--- src/didf_pkg.sv ---
// Purpose: shared constants for the digital input debounce and force block
// Assumes: 32-bit apb data, one aligned word per register
// Notes: reserved bits of every register read as zero
package didf_pkg;
   localparam int unsigned num_inputs = 6;
   localparam int unsigned reg_width = 16;
   localparam logic [11:0] off_status = 12'h000;
   localparam logic [11:0] off_mask = 12'h004;
   localparam logic [11:0] off_values = 12'h008;
   localparam logic [5:0] mask_reset = 6'h00;
   localparam logic [5:0] values_reset = 6'h00;
   localparam logic [5:0] status_reset = 6'h00;
   localparam int unsigned clk_hz = 50_000_000;
   localparam int unsigned tick_us = 1000;
   localparam int unsigned tick_cycles = (clk_hz / 1_000_000) * tick_us;
   localparam int unsigned stable_samples = 2;
   localparam int unsigned delay_ms = 2;
endpackage

--- src/didf_samp_if.sv ---
// Purpose: carries the sample tick and the forced sample into the filter
// Assumes: single clock domain
// Notes: none
`timescale 1ns/1ps
interface didf_samp_if #(parameter int unsigned n = 6);
   logic tick;
   logic [n-1:0] sample;
   logic [n-1:0] accepted;
   modport src (output tick, output sample, input accepted);
   modport flt (input tick, input sample, output accepted);
endinterface

--- src/didf_filter.sv ---
// Purpose: two-sample agreement filter, one bit per input
// Assumes: tick is a one-cycle pulse once per sample period
// Notes: a new level needs two equal samples in a row
`timescale 1ns/1ps
module didf_filter #(
   parameter int unsigned n = 6
) (
   // clock and reset
   input wire logic pclk,
   input wire logic presetn,
   // sample stream
   didf_samp_if.flt samp
);
   logic [n-1:0] prev;
   logic [n-1:0] acc;

   always_ff @(posedge pclk or negedge presetn) begin
      if (!presetn) begin
         prev <= '0;
      end else if (samp.tick) begin
         prev <= samp.sample;
      end
   end

   // a bit moves only when two consecutive samples agree
   always_ff @(posedge pclk or negedge presetn) begin
      if (!presetn) begin
         acc <= '0;
      end else if (samp.tick) begin
         acc <= (samp.sample & ~(prev ^ samp.sample)) | (acc & (prev ^ samp.sample));
      end
   end

   assign samp.accepted = acc;
endmodule

--- src/didf_top.sv ---
// Purpose: six digital inputs with debounce, software override and apb registers
// Assumes: inputs synchronous to pclk; 50 MHz clock gives a 1 ms tick
// Notes: status 0x000, override mask 0x004, override values 0x008
`timescale 1ns/1ps
module didf_top #(
   parameter int unsigned tick_period = didf_pkg::tick_cycles
) (
   // clock and reset
   input wire logic pclk,
   input wire logic presetn,
   // apb slave
   input wire logic psel,
   input wire logic penable,
   input wire logic pwrite,
   input wire logic [11:0] paddr,
   input wire logic [31:0] pwdata,
   output logic [31:0] prdata,
   output logic pready,
   output logic pslverr,
   // input terminals
   input wire logic input_one,
   input wire logic input_two,
   input wire logic input_three,
   input wire logic input_four,
   input wire logic input_five,
   input wire logic input_six,
   // debounced state
   output logic [5:0] input_debounced_status
);
   localparam int unsigned n = didf_pkg::num_inputs;

   // bus handshake: the answer comes one cycle after the first access edge
   typedef enum {
      bus_idle,
      bus_answer
   } didf_bus_state_t;

   // override registers
   logic [n-1:0] input_override_mask;
   logic [n-1:0] input_override_values;
   // sample path
   logic [n-1:0] raw;
   logic [n-1:0] sample;
   logic [15:0] tick_cnt;
   logic tick_due;
   logic tick;
   // bus decode
   logic access;
   logic answer_next;
   logic wr;
   logic hit_status;
   logic hit_mask;
   logic hit_values;
   logic mapped;
   logic [31:0] next_prdata;
   didf_bus_state_t bus_state;
   didf_bus_state_t next_bus_state;

   didf_samp_if #(.n(n)) samp ();

   ////////////////////////////////////////////////////////////////////////////
   // input terminals
   // bit order follows the status word: input_one lands in bit 0
   assign raw = {
      input_six,
      input_five,
      input_four,
      input_three,
      input_two,
      input_one
   };

   ////////////////////////////////////////////////////////////////////////////
   // sample tick
   // counter runs free so the sample grid is independent of bus activity
   assign tick_due = (tick_cnt == 16'(tick_period - 1));

   always_ff @(posedge pclk or negedge presetn) begin
      if (!presetn) begin
         tick_cnt <= 16'h0000;
      end else if (tick_due) begin
         tick_cnt <= 16'h0000;
      end else begin
         tick_cnt <= tick_cnt + 16'h0001;
      end
   end

   always_ff @(posedge pclk or negedge presetn) begin
      if (!presetn) begin
         tick <= 1'b0;
      end else begin
         tick <= tick_due;
      end
   end

   ////////////////////////////////////////////////////////////////////////////
   // forcing
   // forcing is applied ahead of the filter, so forced edges see the same delay
   always_ff @(posedge pclk or negedge presetn) begin
      if (!presetn) begin
         sample <= '0;
      end else begin
         sample <= (raw & ~input_override_mask) |
            (input_override_values & input_override_mask);
      end
   end

   ////////////////////////////////////////////////////////////////////////////
   // debounce filter
   assign samp.tick = tick;
   assign samp.sample = sample;

   didf_filter #(.n(n)) u_filter (
      .pclk(pclk),
      .presetn(presetn),
      .samp(samp)
   );

   // registered again so the port comes straight from a flip-flop
   always_ff @(posedge pclk or negedge presetn) begin
      if (!presetn) begin
         input_debounced_status <= didf_pkg::status_reset;
      end else begin
         input_debounced_status <= samp.accepted;
      end
   end

   ////////////////////////////////////////////////////////////////////////////
   // apb decode
   assign access = psel && penable;
   assign answer_next = (bus_state == bus_idle) && access;
   // writes land at the edge where the master sees pready high
   assign wr = (bus_state == bus_answer) && access && pwrite;
   assign hit_status = (paddr == didf_pkg::off_status);
   assign hit_mask = (paddr == didf_pkg::off_mask);
   assign hit_values = (paddr == didf_pkg::off_values);
   assign mapped = hit_status || hit_mask || hit_values;

   ////////////////////////////////////////////////////////////////////////////
   // apb handshake
   always_comb begin
      next_bus_state = bus_state;
      unique case (bus_state)
         bus_idle: begin
            if (access) begin
               next_bus_state = bus_answer;
            end
         end
         bus_answer: begin
            next_bus_state = bus_idle;
         end
      endcase
   end

   always_ff @(posedge pclk or negedge presetn) begin
      if (!presetn) begin
         bus_state <= bus_idle;
      end else begin
         bus_state <= next_bus_state;
      end
   end

   ////////////////////////////////////////////////////////////////////////////
   // override registers
   // status writes are dropped without an error, the word is read-only
   always_ff @(posedge pclk or negedge presetn) begin
      if (!presetn) begin
         input_override_mask <= didf_pkg::mask_reset;
      end else if (wr && hit_mask) begin
         input_override_mask <= pwdata[n-1:0];
      end
   end

   // values may be written while unmasked; they act only once selected
   always_ff @(posedge pclk or negedge presetn) begin
      if (!presetn) begin
         input_override_values <= didf_pkg::values_reset;
      end else if (wr && hit_values) begin
         input_override_values <= pwdata[n-1:0];
      end
   end

   ////////////////////////////////////////////////////////////////////////////
   // read data
   // status is read from the port register so software and pins agree
   always_comb begin
      next_prdata = 32'h0000_0000;
      if (!pwrite && hit_status) begin
         next_prdata = {26'h000_0000, input_debounced_status};
      end else if (!pwrite && hit_mask) begin
         next_prdata = {26'h000_0000, input_override_mask};
      end else if (!pwrite && hit_values) begin
         next_prdata = {26'h000_0000, input_override_values};
      end
   end

   always_ff @(posedge pclk or negedge presetn) begin
      if (!presetn) begin
         pready <= 1'b0;
      end else begin
         pready <= answer_next;
      end
   end

   always_ff @(posedge pclk or negedge presetn) begin
      if (!presetn) begin
         pslverr <= 1'b0;
      end else begin
         pslverr <= answer_next && !mapped;
      end
   end

   always_ff @(posedge pclk or negedge presetn) begin
      if (!presetn) begin
         prdata <= 32'h0000_0000;
      end else begin
         prdata <= answer_next ? next_prdata : 32'h0000_0000;
      end
   end
endmodule

--- config.mk ---
export PLATFORM = sky130hd
export DESIGN_NAME = didf_top
export DESIGN_NICKNAME = d
export VERILOG_FILES = /design/src/didf_pkg.sv /design/src/didf_samp_if.sv /design/src/didf_filter.sv /design/src/didf_top.sv
export SDC_FILE = /design/constraint.sdc
export NUM_CORES = 1
export LEC_CHECK = 0
export BUFFER_PORTS_ARGS = -buffer_cell sky130_fd_sc_hd__buf_2
export CORE_MARGIN = 5
export CORE_UTILIZATION = 50
export DETAILED_ROUTE_END_ITERATION = 7
export GPL_ROUTABILITY_DRIVEN = 0
export GPL_TIMING_DRIVEN = 0
export MAX_ROUTING_LAYER = met4
export PLACE_DENSITY = 0.89
export SLEW_MARGIN = 0
export SYNTH_ARGS = -nofsm -noshare
export SYNTH_HDL_FRONTEND = slang
export SYNTH_SLANG_ARGS = --single-unit
--- constraint.sdc ---
create_clock -name pclk -period 1.9 [get_ports pclk]
set_input_delay 0.285 -clock pclk [delete_from_list [all_inputs] [get_ports pclk]]
set_output_delay 0.285 -clock pclk [all_outputs]
set_load 0.01 [all_outputs]
==> flow_summary.ini, run 1 <==
[outcome]
status = finished clean

[timing]
fin_crit_sh_pct = 89.57
timing.final.crit_period_ns = 1.702
tightest_slew_ns = 0.7402
rsz0062_at_grt = no
fmax_mhz = 587.6
slew_viol_final = 0
setup_violations = 0
skew_ns = 0.003952
final_hold_viol_count = 0
maxSlewHeadroom_pct = 50.65

[routing]
drt-total-wl_um = 5262
ant_nets = 0
firstDrtPassIters = 4
wl_met1_um = 2110
dr_wl_met3_um = 464
top_layer_used = met4
vias_per_cell = 4.795
drc = 0
vias = 1870
wl_per_cell_um = 13.49
met2WireLength_um = 2636
drtIter0Drc = 71

[final_layout]
final_core_util_pct = 62.30
final_cells = 390
drive_gt1_share_pct = 37.74
final_cell_mix = dfrtp_1, buf_2, nor2_1
syn2layout_area_growth_pct = 21.65
num-nets-final = 369
antenna_cells = 0
final_common_cell = dfrtp_1
fin_area_sq_um = 3410

[clocking]
cts_tree = done
cts.clk_slew.worst_paths_ns = 0.06
cts_resized = 0
cts_hold_buffers = 0
clockBufferDepth = 2
cts_setup_buffers = 0
root_buffer = clkbuf_8
cts_made_buffers = 9
numClockSinks = 62
clock_latency_ns = 0.34
h-tree-depth = 3

[global_route]
groute.usage.overall_pct = 16.42
grt_pass1_vias = 1935
antenna_found_initial = 0
grt_pass1_wl_um = 9018
gr-total-overflow = 0
grt_max_degree = 63

[critical_path]
r2r_start = tick_cnt[0]
cp_cell_sequence = buf_2, nor4_2, nand3_2, nor4b_4, mux2_2
slowest_stage = nor4b_4
worstSetupPathType = in -> reg
worstPathArrival_ns = 1.92
critPathMaxFanout = 6
critPathRequiredTime_ns = 2.12
path_buf_inv = 1
startpoint = paddr[9]
cp-end-kind = flip-flop
max_stage_delay_ns = 0.58
cp_top_family = simple AND/OR/NAND/NOR gates
start_kind = input pin
reg2reg_slack_ns = 0.21

[run]
drv_cap = 0

[logic_synthesis]
synth-seq-area-share_pct = 55.36
netlist_area_sq_um = 2803
netlist_instances = 236
ys_types = 33
yosysWarnings = 0
ys_seq_elements = 62
syn_area_per_cell_sq_um = 11.88

[power]
peakVddDrop_mv = 0.7934
p_leak_nw = 1.744
power_mw = 2.748
cellPowerDensity_nw_per_um2 = 806.0

[placed_design]
dpl_cell_area_sq_um = 3192
post-place-cells = 374
numPortBuffers = 41
dp_hpwl_um = 3847

[worst_hold_path]
hp-class = in -> async

[floorplanning]
start_util_pct = 51.21
io_pins = 95
die_h_um = 84.87
dieArea_sq_um = 7203
rows = 27
coreArea_sq_um = 5473
chipWidth_um = 84.87
## worst register-to-register path: cells and delay by family, from the launching register on
| family | cells | cell delay (ns) |
|---|---|---|
| buffers and inverters | 2 | 0.32 |
| DFF | 1 | 0.40 |
| adders and majority gates | 1 | 0.22 |
| and+or+nand+nor | 2 | 0.35 |
| AOI/OAI and AO/OA | 2 | 0.31 |
## routing by layer
metal,track usage (%),up-vias
met4,4.604,0
li1,-,911
met1,18.56,893
met3,8.252,6
met2,25.84,60
met5,-,-
## final timing paths
path | end | depth (start not counted)
max | input_override_mask[4] | 5
max reg2reg | tick_cnt[14] | 7
min in group pclk | samp.sample[2] | 2
min | samp.sample[5] | 1
min reg2reg | input_debounced_status[4] | 0
max in group asynchronous | tick_cnt[11] | 1
## sequential cells by signal (all words and copies together) (netlist names), 6 cells and up, named ones only
name	flops
samp.sample	6
input_debounced_status	6
tick_cnt	16
input_override_values	6
input_override_mask	6
prdata	6
u_filter.prev	6
## through the flow
stage                     worst slack, ns  setup TNS, ns  hold slack [ns]
final                              0.1982              0         0.008776
after global routing              0.04677              0          0.07006
after CTS                          0.2059              0           0.1593
after detailed placement          -0.1585         -1.608           0.3948
after global placement            -0.1357         -1.314           0.3821
after floorplan                    0.1975              0         -0.01059
## where the power goes
| part | leakage (nW) | switching (mW) | total [mW] | internal, mW |
|---|---|---|---|---|
| logic | 0.798 | 0.0915 | 0.162 | 0.0708 |
| registers | 0.836 | 0.00471 | 1.33 | 1.33 |
| clock network | 0.110 | 0.480 | 1.25 | 0.771 |
## Yosys cell counts (all sizes together)
cell,count,area share (%)
and4,3,0.94
or2,1,0.22
inv,5,0.67
dfrtp,62,55
o21bai,1,0.27
nand2b,7,1.6
nor4,3,1.7
nor2b,1,0.22
or3,2,0.63
nand3,7,1.4
xnor2,4,1.2
a21oi,13,2.3
xor2,8,2.5
clkbuf,5,0.67
nor4b,2,1.2
ha,1,0.45
nor4bb,2,0.71
mux2i,1,0.36
o21ai,1,0.18
nand2,11,1.5
a2111oi,6,3.2
buf,28,7.3
nor2,28,3.7
and3,2,0.45
nor3,2,0.36
conb,1,0.13
mux2,24,9.6
nand4,5,1.1
## cell families after synthesis
group,after synthesis,share of synthesized area (%)
AND/OR/NAND/NOR,76,15.67
flip-flops,62,55.36
buffers and inverters,38,8.661
multiplexers,25,10.00
AO/OA/AOI/OAI,21,5.982
XOR/XNOR,12,3.750
adder cells (fa/ha/maj),1,0.4464
other,1,0.1338
## area by class of cell
| cell class | count | area [sq um] |
|---|---|---|
| Buffer | 33 | 224.0 |
| Timing Repair Buffer | 41 | 207.7 |
| Clock inverter | 4 | 70.07 |
| Clock buffer | 12 | 145.1 |
| Tap cell | 72 | 90.09 |
| Inverter | 5 | 18.77 |
| Sequential cell | 62 | 1551 |
| Fill cell | 466 | 2063 |
| Multi-Input combinational cell | 161 | 1102 |
(Power assumes the default switching activity.)
==> inputs of run 2 (changes only) <==
--- a/config.mk
+++ b/config.mk
@@ -5,6 +5,7 @@
 export SDC_FILE = /design/constraint.sdc
 export NUM_CORES = 1
 export LEC_CHECK = 0
+export ABC_AREA = 1
 export BUFFER_PORTS_ARGS = -buffer_cell sky130_fd_sc_hd__buf_2
 export CORE_MARGIN = 5
 export CORE_UTILIZATION = 50
@@ -12,7 +13,7 @@
 export GPL_ROUTABILITY_DRIVEN = 0
 export GPL_TIMING_DRIVEN = 0
 export MAX_ROUTING_LAYER = met4
-export PLACE_DENSITY = 0.89
+export PLACE_DENSITY = 0.88
 export SLEW_MARGIN = 0
 export SYNTH_ARGS = -nofsm -noshare
 export SYNTH_HDL_FRONTEND = slang
==> flow_summary.ini, run 2 <==
[critical_path]
critPathRequiredTime_ns = 2.14
start_kind = flip-flop
cp_cell_sequence = ha_1, nand3_2, nor2_1, nand2_1, clkinv_1, nor2_1, nor3_1
worstPathArrival_ns = 1.65
cpMostUsedCell = nor2_1
max_stage_delay_ns = 0.37
worstSetupPathType = reg -> reg
cp-end-kind = flip-flop
critPathMaxFanout = 5
slowest_stage = dfrtp_1
cp_top_family = simple AND/OR/NAND/NOR gates
path_buf_inv = 1

[logic_synthesis]
synth-seq-area-share_pct = 52.48
netlist_area_sq_um = 2957
yosysTopAreaCellShare_pct = 52.48
yosysMostFrequentCell = nand2_1
synthArstFlopShare_pct = 100.0
ys_seq_elements = 62
ys_top_cells_by_count = nand2_1, dfrtp_1, inv_1, nor2_1, buf_4
synthTopCellsByArea = dfrtp_1, nand2_1, buf_4, inv_1, nor2_1
syn_area_per_cell_sq_um = 9.042
yosysWarnings = 0
synth_edf_count = 0
ys_types = 30
synth_ff_type = dfrtp_1
yosysTopAreaCell = dfrtp_1
netlist_instances = 327

[power]
internal-power_mw = 1.936
switching_power_mw = 0.5689
peakVddDrop_mv = 0.5972
power_frac_comb_pct = 6.6
seq_power_share_pct = 53.2
cellPowerDensity_nw_per_um2 = 709.1
pwr-share-clk_pct = 40.1
power_mw = 2.505
p_leak_nw = 2.018
swShare_pct = 22.71

[timing]
final_hold_viol_count = 0
fmax_mhz = 711.2
maxSlewHeadroom_pct = 50.42
tns_ns = 0
skew_ns = 0.005330
slew_viol_final = 0
setup_violations = 0
rsz0062_at_grt = no
timing.final.crit_period_ns = 1.406
tightest_slew_ns = 0.7437
setup_slack_ns = 0.4938
fin_crit_sh_pct = 74.01

[clocking]
cts_tree = done
cts_setup_buffers = 0
clock_latency_ns = 0.33
cts.clk_slew.worst_paths_ns = 0.06
h-tree-depth = 3
root_buffer = clkbuf_8
cts_resized = 0
cts_hold_buffers = 0
clockBufferDepth = 2
cts_made_buffers = 9
numClockSinks = 62

[placed_design]
dp_hpwl_um = 4365
numPortBuffers = 42
dpl_cell_area_sq_um = 3354
pre_cts_ws_ns = 0.4315

[final_layout]
drive_gt1_share_pct = 26.41
final_common_cell = nand2_1
final_cell_mix = nand2_1, dfrtp_1, buf_2
largest_register_ffs = 16
regMostFlops = tick_cnt
fillers = 482
fin_area_sq_um = 3532
num-nets-final = 461
antenna_cells = 0
syn2layout_area_growth_pct = 19.47

[floorplanning]
rows = 28
io_pins = 95
die_h_um = 86.90
coreArea_sq_um = 5851
chipWidth_um = 86.90
start_util_pct = 50.53
dieArea_sq_um = 7551

[routing]
firstDrtPassIters = 4
drt-total-wl_um = 5750
vias = 2291
drc = 0
drtIter0Drc = 89
vias_per_cell = 4.733
wl_per_cell_um = 11.88
ant_nets = 0

[global_route]
grt_pass1_wl_um = 9549
grt_pass1_vias = 2236
gr-total-overflow = 0
antenna_found_initial = 0
grt_max_degree = 63
groute.usage.overall_pct = 16.96

[worst_hold_path]
hp-class = in -> async

[outcome]
status = finished clean

[run]
drv_cap = 0
## run 2: cell types whose count changed in the layout (fill, tap and decap cells not counted), sizes merged, moves of 7 or more
cell,change
nor3,+8
inv,+36
a21oi,-12
mux2,-18
nand2b,-7
o21ai,+30
nand4,+12
nand2,+56
## run 2: final timing paths
| kind | start | endpoint | slack [ns] | cells after the start |
|---|---|---|---|---|
| worst max register to register | tick_cnt[0] | tick_cnt[6] | 0.49 | 7 |
| worst max-delay path | tick_cnt[0] | tick_cnt[6] | 0.49 | 7 |
| max in group asynchronous | presetn | tick_cnt[9] | 1.40 | 1 |
| min in group pclk | input_five | samp.sample[4] | 0.19 | 2 |
| worst min register to register | flip-flop | input_debounced_status[5] | 0.40 | 0 |
| worst min-delay path | presetn | tick_cnt[14] | 0.02 | 1 |
## run 2: worst reg2reg max path, delay by kind of cell (launching register included)
family                   cells  cell delay (ns)
AND/OR/NAND/NOR              5             0.66
adder cells (fa/ha/maj)      1             0.21
flip-flops                   1             0.37
buffers and inverters        1             0.07
## run 2: final cells by class
| cell class | count | area (sq um) | share of cell area (%) |
|---|---|---|---|
| clock inverter | 3 | 20.02 | 0.5668 |
| tap | 75 | 93.84 | 2.657 |
| timing repair buffer | 42 | 212.7 | 6.022 |
| sequential | 62 | 1551 | 43.92 |
| buffer | 32 | 237.7 | 6.730 |
| clock buffer | 12 | 155.1 | 4.392 |
| multi-input combinational | 216 | 1104 | 31.24 |
| inverter | 42 | 157.7 | 4.463 |
## run 2: metal layers
layer | vias to the layer above | global-route usage, % | wire (um)
met5 | - | - | 0
met3 | 7 | 7.001 | 439
li1 | 1148 | - | -
met1 | 1068 | 18.61 | 2246
met4 | 0 | 5.099 | 68
met2 | 68 | 28.16 | 2996
## run 2: kinds of logic (layout without fill, tap and decap cells)
family                     Yosys count  count (layout)  share of synthesized area, %
and+or+nand+nor                    141             141                         22.77
other                                1              26                        0.1268
adders and majority gates            1               1                        0.4231
buffers and inverters               74             131                         13.37
DFF                                 62              62                         52.48
xor gates and xnor gates             8               8                         2.370
AOI/OAI and AO/OA                   34              34                         6.178
muxes                                6               6                         2.285
## run 2: metrics by stage
step / cells / utilization (%) / hold slack [ns]
after floorplan: 352 / - / -0.01059
after global placement: 469 / 57.34 / 0.3790
after detailed placement: 469 / 57.34 / 0.3889
after CTS: 484 / 60.33 / 0.1763
after global routing: 484 / 60.37 / 0.06175
final: 484 / 60.37 / 0.01863
## run 2: power groups by stage
| stage | Sequential [mW] | Combinational, mW | Clock (mW) |
|---|---|---|---|
| 4_1_cts | 1.33 | 0.165 | 1.04 |
| 3_5_place_dp | 1.36 | 0.165 | 0 |
| 2_1_floorplan | 1.36 | 0.0991 | 0 |
| 6_report | 1.33 | 0.166 | 1.01 |
| 3_3_place_gp | 1.36 | 0.161 | 0 |
| 5_1_grt | 1.33 | 0.187 | 1.10 |
